$ cat config.mk
export PLATFORM = sky130hd
export DESIGN_NAME = umcs_top
export DESIGN_NICKNAME = d
export VERILOG_FILES = /design/src/verilog/umcs_modem_chan.v /design/src/verilog/umcs_top.v
export VERILOG_INCLUDE_DIRS = /design/src /design/src/verilog
export SDC_FILE = /design/constraint.sdc
export NUM_CORES = 1
export LEC_CHECK = 0
export ABC_AREA = 1
export BUFFER_PORTS_ARGS = -buffer_cell sky130_fd_sc_hd__buf_2
export CORE_UTILIZATION = 53
export DETAILED_ROUTE_END_ITERATION = 7
export PLACE_DENSITY = 0.81
export SKIP_CTS_REPAIR_TIMING = 1
export SLEW_MARGIN = 20
export SYNTH_ARGS = -nofsm -noshare
export SYNTH_HDL_FRONTEND = slang
export SYNTH_SLANG_ARGS = --single-unit
$ cat constraint.sdc
create_clock -name sys_clk -period 7.5 [get_ports sys_clk]
set_clock_uncertainty 0.1 [all_clocks]
set_input_delay 0.75 -clock sys_clk [delete_from_list [all_inputs] [get_ports sys_clk]]
set_output_delay 0.75 -clock sys_clk [all_outputs]
set_load 0.05 [all_outputs]
$ cat src/verilog/umcs_map.vh
// Register map, field positions and reset values of the modem control and status block
`ifndef UMCS_MAP_VH
`define UMCS_MAP_VH

// Word index of each register; byte address is four times the index
`define UMCS_IDX_MSB      17
`define UMCS_IDX_LSB      2
`define UMCS_IDX_MODEM_INPUT_STATE_CH0     16'hF4FE
`define UMCS_IDX_SCRATCH_CH0     16'hF4FF
`define UMCS_IDX_MODEM_INPUT_STATE_CH1     16'hF8FE
`define UMCS_IDX_SCRATCH_CH1     16'hF8FF
`define UMCS_IDX_INT_STAT 16'hF900
`define UMCS_IDX_INT_EN   16'hF901
`define UMCS_IDX_INT_CLR  16'hF902
`define UMCS_IDX_CFG      16'hF903

// Register offsets inside one channel group of eight
`define UMCS_OFF_BUF 3'h0
`define UMCS_OFF_IER 3'h1
`define UMCS_OFF_IIR 3'h2
`define UMCS_OFF_LCR 3'h3
`define UMCS_OFF_MCR 3'h4
`define UMCS_OFF_LSR 3'h5
`define UMCS_OFF_MSR 3'h6
`define UMCS_OFF_SCR 3'h7

// Handshake output control fields
`define UMCS_MCR_DTR  0
`define UMCS_MCR_RTS  1
`define UMCS_MCR_AUX_OUTPUT_ONE 2
`define UMCS_MCR_AUX_OUTPUT_TWO 3
`define UMCS_MCR_LOOP 4

// Line format, enable and line state fields
`define UMCS_LCR_DIVISOR_ACCESS_SELECT 7
`define UMCS_IER_RBF  0
`define UMCS_IER_TBE  1
`define UMCS_IER_RLS  2
`define UMCS_IER_MS   3
`define UMCS_LSR_ERR_HI 4
`define UMCS_LSR_ERR_LO 1

// Source identification codes
`define UMCS_IIR_MS   2'h0
`define UMCS_IIR_TBE  2'h1
`define UMCS_IIR_RBF  2'h2
`define UMCS_IIR_RLS  2'h3
`define UMCS_IIR_NONE 8'h01

// Reset values
`define UMCS_RST_BYTE 8'h00
`define UMCS_RST_PAIR 2'h0

// Bus responses
`define UMCS_RESP_OKAY   2'h0
`define UMCS_RESP_SLVERR 2'h2

`endif

$ cat src/verilog/umcs_modem_chan.v
// One channel of modem input synchronisation, routing and change flags
`timescale 1ns/1ps
`include "umcs_map.vh"

module umcs_modem_chan (
  // Clock and reset
  input  wire       sys_clk,
  input  wire       rst_n,
  // Modem pins, active low, order {carrier, ring, set ready, clear to send}
  input  wire [3:0] pin_n,
  output reg        terminal_ready_n,
  output reg        request_to_send_n,
  // Control
  input  wire [4:0] ctrl,
  input  wire       intc_mode,
  input  wire       msr_read,
  // Status
  output wire [7:0] modem_input_state,
  output wire       modem_status_src,
  output wire       change_evt
);

  reg  [3:0] sync1_reg;
  reg  [3:0] sync2_reg;
  reg  [3:0] prev_reg;
  reg  [3:0] delta_reg;
  wire [3:0] state;
  wire [3:0] set_bits;
  wire [3:0] delta_next;
  wire       loop_mode;
  wire       dtr;
  wire       rts;

  assign loop_mode = ctrl[`UMCS_MCR_LOOP];
  assign dtr       = ctrl[`UMCS_MCR_DTR];
  assign rts       = ctrl[`UMCS_MCR_RTS];

  // Pins are ignored in both internal modes
  assign state = loop_mode ? {ctrl[`UMCS_MCR_AUX_OUTPUT_TWO], ctrl[`UMCS_MCR_AUX_OUTPUT_ONE], dtr, rts} :
                 intc_mode ? {dtr, 1'b0, dtr, rts} :
                             ~sync2_reg;

  // Ring flag only on pin rising, i.e. active state falling
  assign set_bits = {state[3] ^ prev_reg[3],
                     prev_reg[2] & ~state[2],
                     state[1] ^ prev_reg[1],
                     state[0] ^ prev_reg[0]};

  // Set wins over the read clear so no edge is lost
  assign delta_next = (msr_read ? 4'h0 : delta_reg) | set_bits;

  assign modem_input_state = {prev_reg, delta_reg};
  assign modem_status_src  = |delta_reg;
  assign change_evt        = |set_bits;

  always @(posedge sys_clk or negedge rst_n) begin
    if (!rst_n) begin
      sync1_reg         <= 4'hF;
      sync2_reg         <= 4'hF;
      prev_reg          <= 4'h0;
      delta_reg         <= 4'h0;
      terminal_ready_n  <= 1'b1;
      request_to_send_n <= 1'b1;
    end else begin
      sync1_reg         <= pin_n;
      sync2_reg         <= sync1_reg;
      prev_reg          <= state;
      delta_reg         <= delta_next;
      terminal_ready_n  <= loop_mode | ~dtr;
      request_to_send_n <= loop_mode | ~rts;
    end
  end

endmodule

$ cat src/verilog/umcs_top.v
// Two-channel modem control, modem status and register file behind an AXI4-Lite slave
//
// Added by the designer: register access over AXI4-Lite.
`timescale 1ns/1ps
`include "umcs_map.vh"

module umcs_top (
  // Clock and reset
  input  wire        sys_clk,
  input  wire        nrst,
  // AXI4-Lite write address and data
  input  wire [31:0] s_axi_awaddr,
  input  wire        s_axi_awvalid,
  output wire        s_axi_awready,
  input  wire [31:0] s_axi_wdata,
  input  wire [3:0]  s_axi_wstrb,
  input  wire        s_axi_wvalid,
  output wire        s_axi_wready,
  // AXI4-Lite write response
  output reg  [1:0]  s_axi_bresp,
  output reg         s_axi_bvalid,
  input  wire        s_axi_bready,
  // AXI4-Lite read
  input  wire [31:0] s_axi_araddr,
  input  wire        s_axi_arvalid,
  output wire        s_axi_arready,
  output reg  [31:0] s_axi_rdata,
  output reg  [1:0]  s_axi_rresp,
  output reg         s_axi_rvalid,
  input  wire        s_axi_rready,
  // Modem pins, active low, one bit per channel
  input  wire [1:0]  carrier_detect_n,
  input  wire [1:0]  ring_indicator_n,
  input  wire [1:0]  data_set_ready_n,
  input  wire [1:0]  clear_to_send_n,
  output wire [1:0]  terminal_ready_n,
  output wire [1:0]  request_to_send_n,
  // Serial core side, byte or bit per channel (divisor 16 bits), channel 1 in the upper part
  input  wire [15:0] rx_data,
  input  wire [15:0] line_state,
  input  wire [1:0]  rx_buf_full,
  input  wire [1:0]  tx_buf_empty,
  output reg  [1:0]  rx_buf_read,
  output reg  [15:0] tx_data,
  output reg  [1:0]  tx_buf_write,
  output reg  [1:0]  loopback_active,
  output wire [31:0] divisor,
  output wire [15:0] line_format,
  // Interrupts
  output wire [1:0]  serial_irq_request,
  output wire        irq
);

  localparam NCH = 2;

  reg         rst_sync_reg;
  reg         rst_n;
  reg         aw_hold_reg;
  reg  [15:0] aw_idx_reg;
  reg         aw_hi_ok_reg;
  reg         w_hold_reg;
  reg  [7:0]  w_data_reg;
  reg         w_strb_reg;
  reg  [15:0] handshake_output_control_reg;
  reg  [15:0] line_format_reg;
  reg  [15:0] irq_enable_reg;
  reg  [15:0] scratch_reg;
  reg  [15:0] divisor_low_byte;
  reg  [15:0] divisor_high_byte;
  reg  [1:0]  serial_config_reg;
  reg  [1:0]  int_stat_reg;
  reg  [1:0]  int_en_reg;
  reg  [7:0]  rd_val;
  reg         rd_ok;
  reg  [1:0]  msr_rd;
  reg  [1:0]  rbr_rd;
  reg  [7:0]  irq_source_id_reg [0:NCH-1];
  reg  [3:0]  src;
  integer     c;

  wire        wr_fire;
  wire        wr_do;
  wire        wr_ok;
  wire        rd_take;
  wire [15:0] rd_idx;
  wire        rd_hi_ok;
  wire [15:0] grp0;
  wire [15:0] grp1;
  wire [1:0]  wr_hit;
  wire [1:0]  rd_hit;
  wire        wr_own;
  wire        rd_own;
  wire [15:0] modem_input_state_reg;
  wire [1:0]  ms_src;
  wire [1:0]  ms_evt;
  wire [1:0]  rls_src;

  // Reset release through two flops
  always @(posedge sys_clk or negedge nrst) begin
    if (!nrst) begin
      rst_sync_reg <= 1'b0;
      rst_n        <= 1'b0;
    end else begin
      rst_sync_reg <= 1'b1;
      rst_n        <= rst_sync_reg;
    end
  end

  // Address decode; channel groups sit at the status register index less its offset
  assign grp0     = `UMCS_IDX_MODEM_INPUT_STATE_CH0;
  assign grp1     = `UMCS_IDX_MODEM_INPUT_STATE_CH1;
  assign rd_idx   = s_axi_araddr[`UMCS_IDX_MSB:`UMCS_IDX_LSB];
  assign rd_hi_ok = ~|s_axi_araddr[31:`UMCS_IDX_MSB+1];
  assign wr_hit   = {aw_idx_reg[15:3] == grp1[15:3], aw_idx_reg[15:3] == grp0[15:3]};
  assign rd_hit   = {rd_idx[15:3] == grp1[15:3], rd_idx[15:3] == grp0[15:3]};
  assign wr_own   = (aw_idx_reg == `UMCS_IDX_INT_STAT) | (aw_idx_reg == `UMCS_IDX_INT_EN) |
                    (aw_idx_reg == `UMCS_IDX_INT_CLR) | (aw_idx_reg == `UMCS_IDX_CFG);
  assign rd_own   = (rd_idx == `UMCS_IDX_INT_STAT) | (rd_idx == `UMCS_IDX_INT_EN) |
                    (rd_idx == `UMCS_IDX_INT_CLR) | (rd_idx == `UMCS_IDX_CFG);

  // Address and data are taken in either order; the write lands once both are held
  assign s_axi_awready = ~aw_hold_reg & ~s_axi_bvalid;
  assign s_axi_wready  = ~w_hold_reg & ~s_axi_bvalid;
  assign wr_fire       = aw_hold_reg & w_hold_reg & ~s_axi_bvalid;
  assign wr_ok         = aw_hi_ok_reg & (|wr_hit | wr_own);
  assign wr_do         = wr_fire & wr_ok & w_strb_reg;
  assign s_axi_arready = ~s_axi_rvalid;
  assign rd_take       = s_axi_arvalid & s_axi_arready;

  // Per-channel modem logic
  genvar g;
  generate
    for (g = 0; g < NCH; g = g + 1) begin : ch
      umcs_modem_chan u_modem (
        .sys_clk           (sys_clk),
        .rst_n             (rst_n),
        .pin_n             ({carrier_detect_n[g], ring_indicator_n[g],
                             data_set_ready_n[g], clear_to_send_n[g]}),
        .terminal_ready_n  (terminal_ready_n[g]),
        .request_to_send_n (request_to_send_n[g]),
        .ctrl              (handshake_output_control_reg[g*8+4:g*8]),
        .intc_mode         (serial_config_reg[g]),
        .msr_read          (msr_rd[g]),
        .modem_input_state (modem_input_state_reg[g*8+7:g*8]),
        .modem_status_src  (ms_src[g]),
        .change_evt        (ms_evt[g])
      );
      assign rls_src[g] = |line_state[g*8+`UMCS_LSR_ERR_HI:g*8+`UMCS_LSR_ERR_LO];
    end
  endgenerate

  // Source id and per-channel request, line status first and modem status last
  always @* begin
    src = 4'h0;
    for (c = 0; c < NCH; c = c + 1) begin
      src[`UMCS_IER_RBF] = rx_buf_full[c] & irq_enable_reg[c*8+`UMCS_IER_RBF];
      src[`UMCS_IER_TBE] = tx_buf_empty[c] & irq_enable_reg[c*8+`UMCS_IER_TBE];
      src[`UMCS_IER_RLS] = rls_src[c] & irq_enable_reg[c*8+`UMCS_IER_RLS];
      src[`UMCS_IER_MS]  = ms_src[c] & irq_enable_reg[c*8+`UMCS_IER_MS];
      if (src[`UMCS_IER_RLS])
        irq_source_id_reg[c] = {5'h00, `UMCS_IIR_RLS, 1'b0};
      else if (src[`UMCS_IER_RBF])
        irq_source_id_reg[c] = {5'h00, `UMCS_IIR_RBF, 1'b0};
      else if (src[`UMCS_IER_TBE])
        irq_source_id_reg[c] = {5'h00, `UMCS_IIR_TBE, 1'b0};
      else if (src[`UMCS_IER_MS])
        irq_source_id_reg[c] = {5'h00, `UMCS_IIR_MS, 1'b0};
      else
        irq_source_id_reg[c] = `UMCS_IIR_NONE;
    end
  end

  assign serial_irq_request[0] = ~irq_source_id_reg[0][0];
  assign serial_irq_request[1] = ~irq_source_id_reg[1][0];
  assign irq = |(int_stat_reg & int_en_reg);

  assign divisor     = {divisor_high_byte[15:8], divisor_low_byte[15:8],
                        divisor_high_byte[7:0], divisor_low_byte[7:0]};
  assign line_format = line_format_reg;

  // Read mux; buffer and modem status reads carry side effects only when taken
  always @* begin : rd_mux
    integer c;
    c      = 0;
    rd_val = 8'h00;
    rd_ok  = rd_hi_ok & (|rd_hit | rd_own);
    msr_rd = 2'h0;
    rbr_rd = 2'h0;
    for (c = 0; c < NCH; c = c + 1) begin
      if (rd_hit[c]) begin
        case (rd_idx[2:0])
          `UMCS_OFF_BUF: begin
            if (line_format_reg[c*8+`UMCS_LCR_DIVISOR_ACCESS_SELECT]) begin
              rd_val = divisor_low_byte[c*8+:8];
            end else begin
              rd_val    = rx_data[c*8+:8];
              rbr_rd[c] = rd_take & rd_hi_ok;
            end
          end
          `UMCS_OFF_IER: begin
            if (line_format_reg[c*8+`UMCS_LCR_DIVISOR_ACCESS_SELECT])
              rd_val = divisor_high_byte[c*8+:8];
            else
              rd_val = irq_enable_reg[c*8+:8];
          end
          `UMCS_OFF_IIR: rd_val = irq_source_id_reg[c];
          `UMCS_OFF_LCR: rd_val = line_format_reg[c*8+:8];
          `UMCS_OFF_MCR: rd_val = 8'h00;
          `UMCS_OFF_LSR: rd_val = line_state[c*8+:8];
          `UMCS_OFF_MSR: begin
            rd_val    = modem_input_state_reg[c*8+:8];
            msr_rd[c] = rd_take & rd_hi_ok;
          end
          `UMCS_OFF_SCR: rd_val = scratch_reg[c*8+:8];
          default:       rd_val = 8'h00;
        endcase
      end
    end
    if (rd_idx == `UMCS_IDX_INT_STAT)
      rd_val = {6'h00, int_stat_reg};
    else if (rd_idx == `UMCS_IDX_INT_EN)
      rd_val = {6'h00, int_en_reg};
    else if (rd_idx == `UMCS_IDX_CFG)
      rd_val = {6'h00, serial_config_reg};
    if (!rd_ok)
      rd_val = 8'h00;
  end

  // Bus channels and register writes
  always @(posedge sys_clk or negedge rst_n) begin : wr_regs
    integer c;
    if (!rst_n) begin
      aw_hold_reg                  <= 1'b0;
      aw_idx_reg                   <= 16'h0000;
      aw_hi_ok_reg                 <= 1'b0;
      w_hold_reg                   <= 1'b0;
      w_data_reg                   <= 8'h00;
      w_strb_reg                   <= 1'b0;
      s_axi_bvalid                 <= 1'b0;
      s_axi_bresp                  <= `UMCS_RESP_OKAY;
      s_axi_rvalid                 <= 1'b0;
      s_axi_rresp                  <= `UMCS_RESP_OKAY;
      s_axi_rdata                  <= 32'h00000000;
      handshake_output_control_reg <= {2{`UMCS_RST_BYTE}};
      line_format_reg              <= {2{`UMCS_RST_BYTE}};
      irq_enable_reg               <= {2{`UMCS_RST_BYTE}};
      scratch_reg                  <= {2{`UMCS_RST_BYTE}};
      divisor_low_byte             <= {2{`UMCS_RST_BYTE}};
      divisor_high_byte            <= {2{`UMCS_RST_BYTE}};
      tx_data                      <= {2{`UMCS_RST_BYTE}};
      serial_config_reg            <= `UMCS_RST_PAIR;
      int_stat_reg                 <= `UMCS_RST_PAIR;
      int_en_reg                   <= `UMCS_RST_PAIR;
      tx_buf_write                 <= 2'h0;
      rx_buf_read                  <= 2'h0;
      loopback_active              <= 2'h0;
    end else begin
      tx_buf_write <= 2'h0;
      rx_buf_read  <= rbr_rd;
      loopback_active <= {handshake_output_control_reg[8+`UMCS_MCR_LOOP],
                          handshake_output_control_reg[`UMCS_MCR_LOOP]};
      if (s_axi_awvalid && s_axi_awready) begin
        aw_hold_reg  <= 1'b1;
        aw_idx_reg   <= s_axi_awaddr[`UMCS_IDX_MSB:`UMCS_IDX_LSB];
        aw_hi_ok_reg <= ~|s_axi_awaddr[31:`UMCS_IDX_MSB+1];
      end
      if (s_axi_wvalid && s_axi_wready) begin
        w_hold_reg <= 1'b1;
        w_data_reg <= s_axi_wdata[7:0];
        w_strb_reg <= s_axi_wstrb[0];
      end
      if (wr_fire) begin
        aw_hold_reg  <= 1'b0;
        w_hold_reg   <= 1'b0;
        s_axi_bvalid <= 1'b1;
        s_axi_bresp  <= wr_ok ? `UMCS_RESP_OKAY : `UMCS_RESP_SLVERR;
      end else if (s_axi_bvalid && s_axi_bready) begin
        s_axi_bvalid <= 1'b0;
      end
      if (rd_take) begin
        s_axi_rvalid <= 1'b1;
        s_axi_rdata  <= {24'h000000, rd_val};
        s_axi_rresp  <= rd_ok ? `UMCS_RESP_OKAY : `UMCS_RESP_SLVERR;
      end else if (s_axi_rvalid && s_axi_rready) begin
        s_axi_rvalid <= 1'b0;
      end
      for (c = 0; c < NCH; c = c + 1) begin
        if (wr_do && wr_hit[c]) begin
          case (aw_idx_reg[2:0])
            `UMCS_OFF_BUF: begin
              if (line_format_reg[c*8+`UMCS_LCR_DIVISOR_ACCESS_SELECT]) begin
                divisor_low_byte[c*8+:8] <= w_data_reg;
              end else begin
                tx_data[c*8+:8] <= w_data_reg;
                tx_buf_write[c] <= 1'b1;
              end
            end
            `UMCS_OFF_IER: begin
              if (line_format_reg[c*8+`UMCS_LCR_DIVISOR_ACCESS_SELECT])
                divisor_high_byte[c*8+:8] <= w_data_reg;
              else
                irq_enable_reg[c*8+:8] <= w_data_reg;
            end
            `UMCS_OFF_LCR: line_format_reg[c*8+:8] <= w_data_reg;
            `UMCS_OFF_MCR: handshake_output_control_reg[c*8+:8] <= w_data_reg;
            `UMCS_OFF_SCR: scratch_reg[c*8+:8] <= w_data_reg;
            default: ;
          endcase
        end
      end
      if (wr_do && aw_idx_reg == `UMCS_IDX_INT_EN)
        int_en_reg <= w_data_reg[1:0];
      if (wr_do && aw_idx_reg == `UMCS_IDX_CFG)
        serial_config_reg <= w_data_reg[1:0];
      // New modem changes win over a clear in the same cycle
      if (wr_do && aw_idx_reg == `UMCS_IDX_INT_CLR)
        int_stat_reg <= (int_stat_reg & ~w_data_reg[1:0]) | ms_evt;
      else
        int_stat_reg <= int_stat_reg | ms_evt;
    end
  end

endmodule

# Word level (Yosys, flattened, before mapping)
# Cells that the tools add are included.
# W data, S select, Z words.
# totals
regBits	198
inputBits	151
out_inout_bits	118
wordCells	223
# classes
eq_ne	23
n_mux	52
bitwise_logic	61
reduce_logical	42
# ops
operator	n
$eq A16 B16 Y1 const B	8
$pmux W8 S8	2
$mux W8	10
$eq A13 B13 Y1 const B	4
$reduce_or A14 Y1	2
$mux W1	25
$mux W4	6
$reduce_and A3 Y1	8
$reduce_or A4 Y1	6
$and A1 B1 Y1	20
$eq A3 B3 Y1 const B	6
$not A1 Y1	14
$mux W3	4
$or A1 B1 Y1	12
$reduce_and A2 Y1	6
$mux W2	5
$eq A3 B2 Y1 const B	3
$logic_and A1 B1 Y1	9
$not A4 Y4	2
$or A4 B4 Y4	2
$reduce_bool A2 Y1	4
$eq A3 B1 Y1 const B	2
$logic_not A3 Y1	2
$reduce_or A2 Y1	3
5 further kinds	13

# Depth between registers and ports, before layout
# Gate-level depths: netlist of run 1.
# depth
ltp_word	13
depth_mapped	15
mapped_depth_nobuf	13

# By module
# From an unflattened synthesis of run 1, not the netlist that was laid out.
# hier_totals
hier_cells	1223
area_unflattened_um2	9908.3
# by_module_without_submodules
module	n_inst	cells_each	area_each_um2	seq_area_each_um2
umcs_top	1	1089	8484.4	4003.8
umcs_modem_chan	2	67	711.9	462.9

# Worst setup path before layout of run 1
# No wires, ideal clock.
# synth_timing
path_type	flip-flop to flip-flop
from	register s_axi_bvalid
to	register aw_idx_reg[14]
setup_ns	0.125
arrival_ns	2.293
setup_slack_ns	4.982
path_stages_with_launch	5
n_path_buf	1
cell_sequence	dfrtp_1 > nor2_1 > nand2_1 > clkbuf_1 > mux2_2
# synth_via
elab_chain_cells	3
# synth_lines
item	line	text
from (decl)	umcs_top.v:21	output reg s_axi_bvalid,
from (signal assigned)	umcs_top.v:239	s_axi_bvalid <= 1'b0;
from (signal assigned)	umcs_top.v:275	s_axi_bvalid <= 1'b1;
from (signal assigned)	umcs_top.v:278	s_axi_bvalid <= 1'b0;
$not A1 Y1	umcs_top.v:122	assign s_axi_awready = ~aw_hold_reg & ~s_axi_bvalid;
$and A1 B1 Y1	umcs_top.v:122	
via s_axi_awready	umcs_top.v:14	output wire s_axi_awready,
$logic_and A1 B1 Y1	umcs_top.v:262	if (s_axi_awvalid && s_axi_awready) begin
to (signal assigned)	umcs_top.v:264	aw_idx_reg <= s_axi_awaddr[`UMCS_IDX_MSB:`UMCS_IDX_LSB];
to (decl)	umcs_top.v:59	reg [15:0] aw_idx_reg;
# The timed path passes the listed nets, and every way through them passes these cells.
# A chain may end at the register's enable or synchronous reset.

# Final worst setup path of run 1
# layout_timing
from	register line_format_reg[15], in the netlist line_format[15]
to	register s_axi_rdata[0]
# layout_via
elab_chain_cells	7
elab_cells_between_ends	8
# layout_lines
item	line	text
from (decl)	umcs_top.v:65	reg [15:0] line_format_reg;
from (signal assigned)	umcs_top.v:245	line_format_reg <= {2{`UMCS_RST_BYTE}};
from (signal, indexed assignment)	umcs_top.v:304	`UMCS_OFF_LCR: line_format_reg[c*8+:8] <= w_data_reg;
$mux W8 (on tied branches)	umcs_top.v:201, umcs_top.v:193	
$pmux W8 S8 (*)	umcs_top.v:191	case (rd_idx[2:0])
$mux W8 (*)	umcs_top.v:190	if (rd_hit[c]) begin
$mux W8 (*)	umcs_top.v:223	else if (rd_idx == `UMCS_IDX_CFG)
$mux W8 (*)	umcs_top.v:221	else if (rd_idx == `UMCS_IDX_INT_EN)
$mux W8 (*)	umcs_top.v:219	if (rd_idx == `UMCS_IDX_INT_STAT)
$mux W8 (*)	umcs_top.v:225	if (!rd_ok)
to (signal assigned)	umcs_top.v:282	s_axi_rdata <= {24'h000000, rd_val};
to (decl)	umcs_top.v:27	output reg [31:0] s_axi_rdata,
# Every way passes the cells marked *; elsewhere a longest branch is shown, timed or not.

==> results_dict.tcl, run 1 <==
set metrics [dict create \
    grt_use_total_pct 30.1 \
    finalSetupViolations 0 \
    hold_path_class "register to register" \
    grt_pass1_vias 8116 \
    finalCritPeriodShare_pct 34.3 \
    vias 8674 \
    grt_setup_unrepaired "false" \
    cts-htree-levels 4 \
    fp.dieArea_um2 18700 \
    synth-main-ff-cell "dfrtp_1" \
    clkSinkCount 196 \
    port_buffers 211 \
    final.fill_count 1496 \
    cp.required_ps 7780 \
    rows 48 \
    postSynthCellCount 1143 \
    dpl.hpwl_mm 19.2 \
    outcome "finished clean" \
    p_int_w 0.00186 \
    power.share.clock_pct 36.9 \
    cts_buffers 17 \
    antenna_found_initial 1 \
    core_um2 17500 \
    ys_top_cells_by_area "dfrtp_1, nand2_1, dfstp_2" \
    synth_seq_cells 196 \
    clock_latency_ps 440 \
    power_density_nw_per_um2 243 \
    place.gp.congestion 0.928 \
    die_h_um 137 \
    synth_area_leader_cell "dfrtp_1" \
    relSlewSlack_pct 26.5 \
    path_clk_slew_ps 70 \
    fmax_ghz 0.389 \
    cts_buffer_depth 2 \
    slew_viol_final 0 \
    ir_drop_mv 0.269 \
    cpMostUsedCell "nand2_1" \
    p_seq_share_pct 46.9 \
    path_class "register to register" \
    async_flop_share_pct 100 \
    critPathMaxFanout 39 \
    synth-edff-count 0 \
    p_comb_share_pct 16.2 \
    yosysWarnings 0 \
    crit_family "buffers and inverters" \
    period_minus_slack_ps 2570 \
    seqCellArea_um2 4930 \
    drive_gt1_share_pct 23.6 \
    drv_cap 0 \
    cp_num_buf_inv 2 \
    endpoint_kind "register" \
    root_buffer "clkbuf_16" \
    dr.pass1.iters 6 \
    hold_violations 0 \
    synth.distinct_cells 47 \
    drt-total-wl_mm 27.4 \
    critPathMaxStageDelay_ps 850 \
    p_leak_nw 5.96 \
    power_w 0.00273 \
    nets 1477 \
    grt_max_degree 195 \
    seq_area_frac_synth_pct 51.3 \
    drc_errors 0 \
    worstMarginPinSlew_ps 1100 \
    setup_tns_ps 0 \
    crit_chain "buf_4, inv_1, nand2_1, nand2_1, nand2_1, nand3_1, nor2_1, nand2_1, nand2_1, nand3_1, nand2_1, nand2_1, nand2_1, nand2_1" \
    synth_top_area_share_pct 45.9 \
    syn_area_um2 9600 \
    arrival_ps 2850 \
    power_switching_w 0.000869 \
    grt_overflow 0 \
    cpMaxStageDelayCell "inv_1" \
    avgSynthCellArea_um2 8.40 \
    cts_tree "built" \
    ios 269 \
    multiInputGateArea_um2 3960 \
    ant_nets 0 \
    die-width_um 137 \
    whs_ps 256 \
    initial_utilization_pct 55.0 \
    drt_iter0_drc 1138 \
    area_growth_pct 17.0 \
    grt_pass1_wl_mm 42.2 \
    cp-start-kind "register" \
    wl_per_cell_um 17.5 \
    diodes 0 \
    switching_share_pct 31.9 \
    via_per_inst 5.55 \
]
[routing by layer]
layer	track usage, %	up-vias	share of wire [%]
met5	0	-	0.029
met4	11.7	2	2.7
li1	-	4074	-
met2	49.1	467	48
met1	40.0	4071	40
met3	5.22	60	9.7
[Yosys cell counts (all sizes together) (5+ instances only)]
library cell / count
nand3: 46
mux2: 9
nand2: 396
dfrtp: 176
inv: 63
nor4: 6
o21ai: 82
a31oi: 7
clkbuf: 20
nand4: 76
o211ai: 5
dfstp: 20
nor2: 95
a21oi: 39
nor3: 9
buf: 62
[cells by family after synthesis]
group,synth area share (%)
multiplexers,1.26
AND/OR/NAND/NOR,30.1
AO/OA/AOI/OAI,8.23
XOR/XNOR,0.547
other,0.0782
flip-flops,51.3
buffers and inverters,8.44
[worst paths after layout]
path	cells past startpoint	end	slack, ps	startpoint
setup / recovery	14	s_axi_rdata[0]	4930	line_format[15]
setup reg to reg	14	s_axi_rdata[0]	4930	line_format[15]
min in group asynchronous	1	w_data_reg[5]	460	rst_n
hold reg to reg	0	ch[1].u_modem.sync2_reg[1]	260	ch[1].u_modem.sync1_reg[1]
max in group asynchronous	1	s_axi_rvalid	6150	rst_n
hold / removal	0	ch[1].u_modem.sync2_reg[1]	260	ch[1].u_modem.sync1_reg[1]
[worst register-to-register path, delay by kind of cell (launching register included)]
family	cells	cell delay, ps
buffers and inverters	2	1130
DFF	1	370
and+or+nand+nor	12	910
[power by group through the flow]
| stage | Clock (W) | Sequential (W) | Combinational [W] |
|---|---|---|---|
| after floorplan | 0 | 0.00122 | 0.000340 |
| after global placement | 0 | 0.00129 | 0.000428 |
| after detailed placement | 0 | 0.00129 | 0.000435 |
| after CTS | 0.00101 | 0.00127 | 0.000438 |
| after global routing | 0.00106 | 0.00129 | 0.000484 |
| final | 0.00101 | 0.00128 | 0.000442 |
[cells in the final DEF, fill, tap and decap left out, types with 4 or more instances in the layout]
cell type and instances:
dfrtp_1 175, conb_1 27, nor3_1 5, inv_1 59, bufinv_16 5, inv_2 4, o21ai_0 49, nor4_1 6
a22oi_1 4, nand2_2 4, a31oi_1 7, buf_2 211, nand2_1 390, dfstp_2 20, clkbuf_16 17, nand3_1 34
o21ai_1 33, xor2_1 4, nor2_1 90, a21oi_1 38, o211ai_1 5, buf_4 6, mux2_2 9, nand4_1 76
nand3_4 9
[cell type report]
cell class                      instances  area share, %
Sequential cell                       196           43.9
Multi-Input combinational cell        826           35.3
Timing Repair Buffer                  221           10.4
Clock buffer                           20           3.97
Tap cell                              225           2.50
Inverter                               64           2.14
Clock inverter                         12           1.80
[per-stage QoR]
stage	std cells	setup WS [ps]	instance area, um^2	utilization [%]
2_1_floorplan	1168	1570	9700	-
3_3_place_gp	1529	4520	10500	60.3
3_5_place_dp	1529	4570	10500	60.3
4_1_cts	1561	4550	11200	64.0
5_1_grt	1564	4720	11200	64.3
6_report	1564	4930	11200	64.3
Power figures use the tool's default switching activity.
==> run 2, diff against run 1 <==
--- a/config.mk
+++ b/config.mk
@@ -6,11 +6,11 @@
 export SDC_FILE = /design/constraint.sdc
 export NUM_CORES = 1
 export LEC_CHECK = 0
-export ABC_AREA = 1
+export ABC_AREA = 0
 export BUFFER_PORTS_ARGS = -buffer_cell sky130_fd_sc_hd__buf_2
-export CORE_UTILIZATION = 53
+export CORE_UTILIZATION = 52
 export DETAILED_ROUTE_END_ITERATION = 7
-export PLACE_DENSITY = 0.81
+export PLACE_DENSITY = 0.8
 export SKIP_CTS_REPAIR_TIMING = 1
 export SLEW_MARGIN = 20
 export SYNTH_ARGS = -nofsm -noshare
==> constraint.sdc (replaced) <==
create_clock -name sys_clk -period 2.6 [get_ports sys_clk]
set_clock_uncertainty 0.1 [all_clocks]
set_input_delay 0.26 -clock sys_clk [delete_from_list [all_inputs] [get_ports sys_clk]]
set_output_delay 0.26 -clock sys_clk [all_outputs]
set_load 0.05 [all_outputs]
==> run 2 against run 1 <==
Largest power group unchanged. Via count is 16% lower. Sequential cell count stayed put. Critical path type unchanged. Final area is 3.5% higher. Clock-buffer cell count is 3 lower. Worst hold slack worse by 260 ps. Wire length is 3.6% lower. The flow now finishes with violations (hold timing). Register-to-register slack worse by 4800 ps. Highest routed layer unchanged. Critical endpoint is now irq_enable_reg[15].
==> results_dict.tcl, run 2 <==
set metrics [dict create \
    pre_cts_ws_ps 198 \
    grt_pass1_wl_mm 38.3 \
    mostFrequentLayoutCells "buf_2, dfrtp_1, mux2_2, nand2_1, dlygate4sd3_1" \
    finalSetupViolations 0 \
    synth_top_area_share_pct 46.9 \
    diodes 0 \
    p_int_w 0.00511 \
    cp_num_buf_inv 0 \
    ys_top_cells_by_area "dfrtp_1, mux2_2, dfstp_2" \
    avgSynthCellArea_um2 12.4 \
    core_um2 17500 \
    cts-htree-levels 4 \
    rows 48 \
    via_per_inst 5.85 \
    min_delay_path_depth 3 \
    cpMaxStageDelayCell "nor4_4" \
    clock_latency_ps 440 \
    synth_area_leader_cell "dfrtp_1" \
    hold_violations 1 \
    power_switching_w 0.00257 \
    relSlewSlack_pct 49.5 \
    drv_cap 0 \
    port_buffers 211 \
    slew_viol_final 0 \
    fin_ws_ps 169 \
    switching_share_pct 33.4 \
    die_h_um 136 \
    worstMarginPinSlew_ps 758 \
    grt_use_total_pct 28.1 \
    syn_area_um2 9390 \
    clkSinkCount 196 \
    drc_errors 0 \
    period_minus_slack_ps 2430 \
    synth-edff-count 0 \
    ff2ff_setup_slack_ps 170 \
    cp.required_ps 2820 \
    fin_util_pct 66.6 \
    synth.most_common_cell "dfrtp_1" \
    die-width_um 136 \
    hold_path_class "input pin to register" \
    place.gp.congestion 0.886 \
    cts_buffer_depth 2 \
    ant_nets 0 \
    area_growth_pct 24.0 \
    crit_chain "nand2b_1, nor4_4, o2111ai_4, nor3_4, mux2_2" \
    seq_area_frac_synth_pct 52.5 \
    vias 7294 \
    nets 1159 \
    antenna_found_initial 1 \
    path_class "register to register" \
    synth.distinct_cells 66 \
    grt_pass1_vias 6848 \
    fmax_ghz 0.411 \
    drt_iter0_drc 512 \
    cts_tree "built" \
    grt_setup_unrepaired "false" \
    root_buffer "clkbuf_16" \
    critPathMaxStageDelay_ps 470 \
    grt_overflow 0 \
    cts_buffers 17 \
    failed_checks "hold timing" \
    r2r-end "irq_enable_reg[15]" \
    endpoint_kind "register" \
    arrival_ps 2650 \
    r2r_start "aw_idx_reg[8]" \
    netlist_top_cells_count "dfrtp_1, mux2_2, nand2_1" \
    finalCritPeriodShare_pct 93.5 \
    ios 269 \
    grt_max_degree 53 \
    synth_seq_cells 196 \
    p_comb_share_pct 17.7 \
    cp-start-kind "register" \
    finalNonFillerCells 1246 \
    rr_worst_depth 5 \
    wl_per_cell_um 21.2 \
    drive_gt1_share_pct 44.2 \
    path_clk_slew_ps 70 \
    yosysWarnings 0 \
    hp-start "s_axi_awvalid" \
    postSynthCellCount 756 \
    power_w 0.00768 \
    p_seq_share_pct 49.2 \
    mostFrequentLayoutCell "buf_2" \
    dr.pass1.iters 6 \
    ir_drop_mv 0.565 \
    crit_family "simple AND/OR/NAND/NOR gates" \
    whs_ps -1.22 \
    outcome "complete, but fails checks" \
    async_flop_share_pct 100 \
    drt-total-wl_mm 26.4 \
    power_density_nw_per_um2 660 \
    min_to "aw_hold_reg" \
    placed_cells 1178 \
    dpl.hpwl_mm 19.1 \
    synth-main-ff-cell "dfrtp_1" \
    setup_tns_ps 0 \
    critPathMaxFanout 8 \
    fp.dieArea_um2 18600 \
    initial_utilization_pct 53.7 \
    p_leak_nw 5.59 \
    power.share.clock_pct 33.2 \
]
## run 2: power by group through the flow
stage               clock (W)  combinational (W)  sequential [W]
CTS                   0.00257            0.00130         0.00376
finish                0.00255            0.00136         0.00378
detailed placement          0            0.00129         0.00382
global placement            0            0.00126         0.00380
floorplan                   0           0.000938         0.00360
global route          0.00270            0.00145         0.00381
## run 2: cell families (layout without fill, tap and decap cells)
| kind of cell | count (synthesis) | in the layout | share of synthesized area, % |
|---|---|---|---|
| XOR/XNOR | 7 | 7 | 0.653 |
| other | 2 | 27 | 0.0800 |
| flip-flops | 196 | 196 | 52.5 |
| AND/OR/NAND/NOR | 172 | 172 | 11.0 |
| AO/OA/AOI/OAI | 122 | 122 | 10.1 |
| multiplexers | 180 | 180 | 21.2 |
| buffers and inverters | 77 | 317 | 4.44 |
## run 2: how the worst max path moves through the flow
stage | cells past startpoint | to | from | slack, ps
floorplan | 4 | w_data_reg[0] | s_axi_bvalid | 150
global placement | 5 | irq_enable_reg[14] | s_axi_bvalid | 240
detailed placement | 5 | irq_enable_reg[14] | s_axi_bvalid | 200
CTS | 5 | irq_enable_reg[13] | s_axi_bvalid | 180
global route | 5 | irq_enable_reg[2] | s_axi_bvalid | 50
finish | 5 | irq_enable_reg[15] | aw_idx_reg[8] | 170
## run 2: tightest hold or removal path: stages
cell     delay [ps]
buf_2            90
a21oi_1          60
nor2_1           90
## run 2: area by class of cell
class	count	area (um^2)
flip-flops and latches	196	4930
fillers	1348	5840
clock buffers	17	425
well taps	225	282
multi-input cells	508	4140
repair buffers	275	1680
inverters	10	37.5
clock inverters	15	143
## run 2: per-layer routing
layer,GRT usage [%],share of wire [%],up-vias,wire [um]
met5,0,0.030,-,8
met4,11.5,3.2,2,838
met3,4.18,6.4,60,1690
met2,46.6,50,351,13100
met1,36.9,41,3637,10700
li1,-,-,3244,-
## run 2: metrics by stage
stage / cell area, um^2 / hold slack [ps]
5_1_grt: 11600 / 23.2
4_1_cts: 11300 / -520
3_5_place_dp: 10700 / -53.3
3_3_place_gp: 10700 / -51.6
2_1_floorplan: 9480 / -136
6_report: 11600 / -1.22
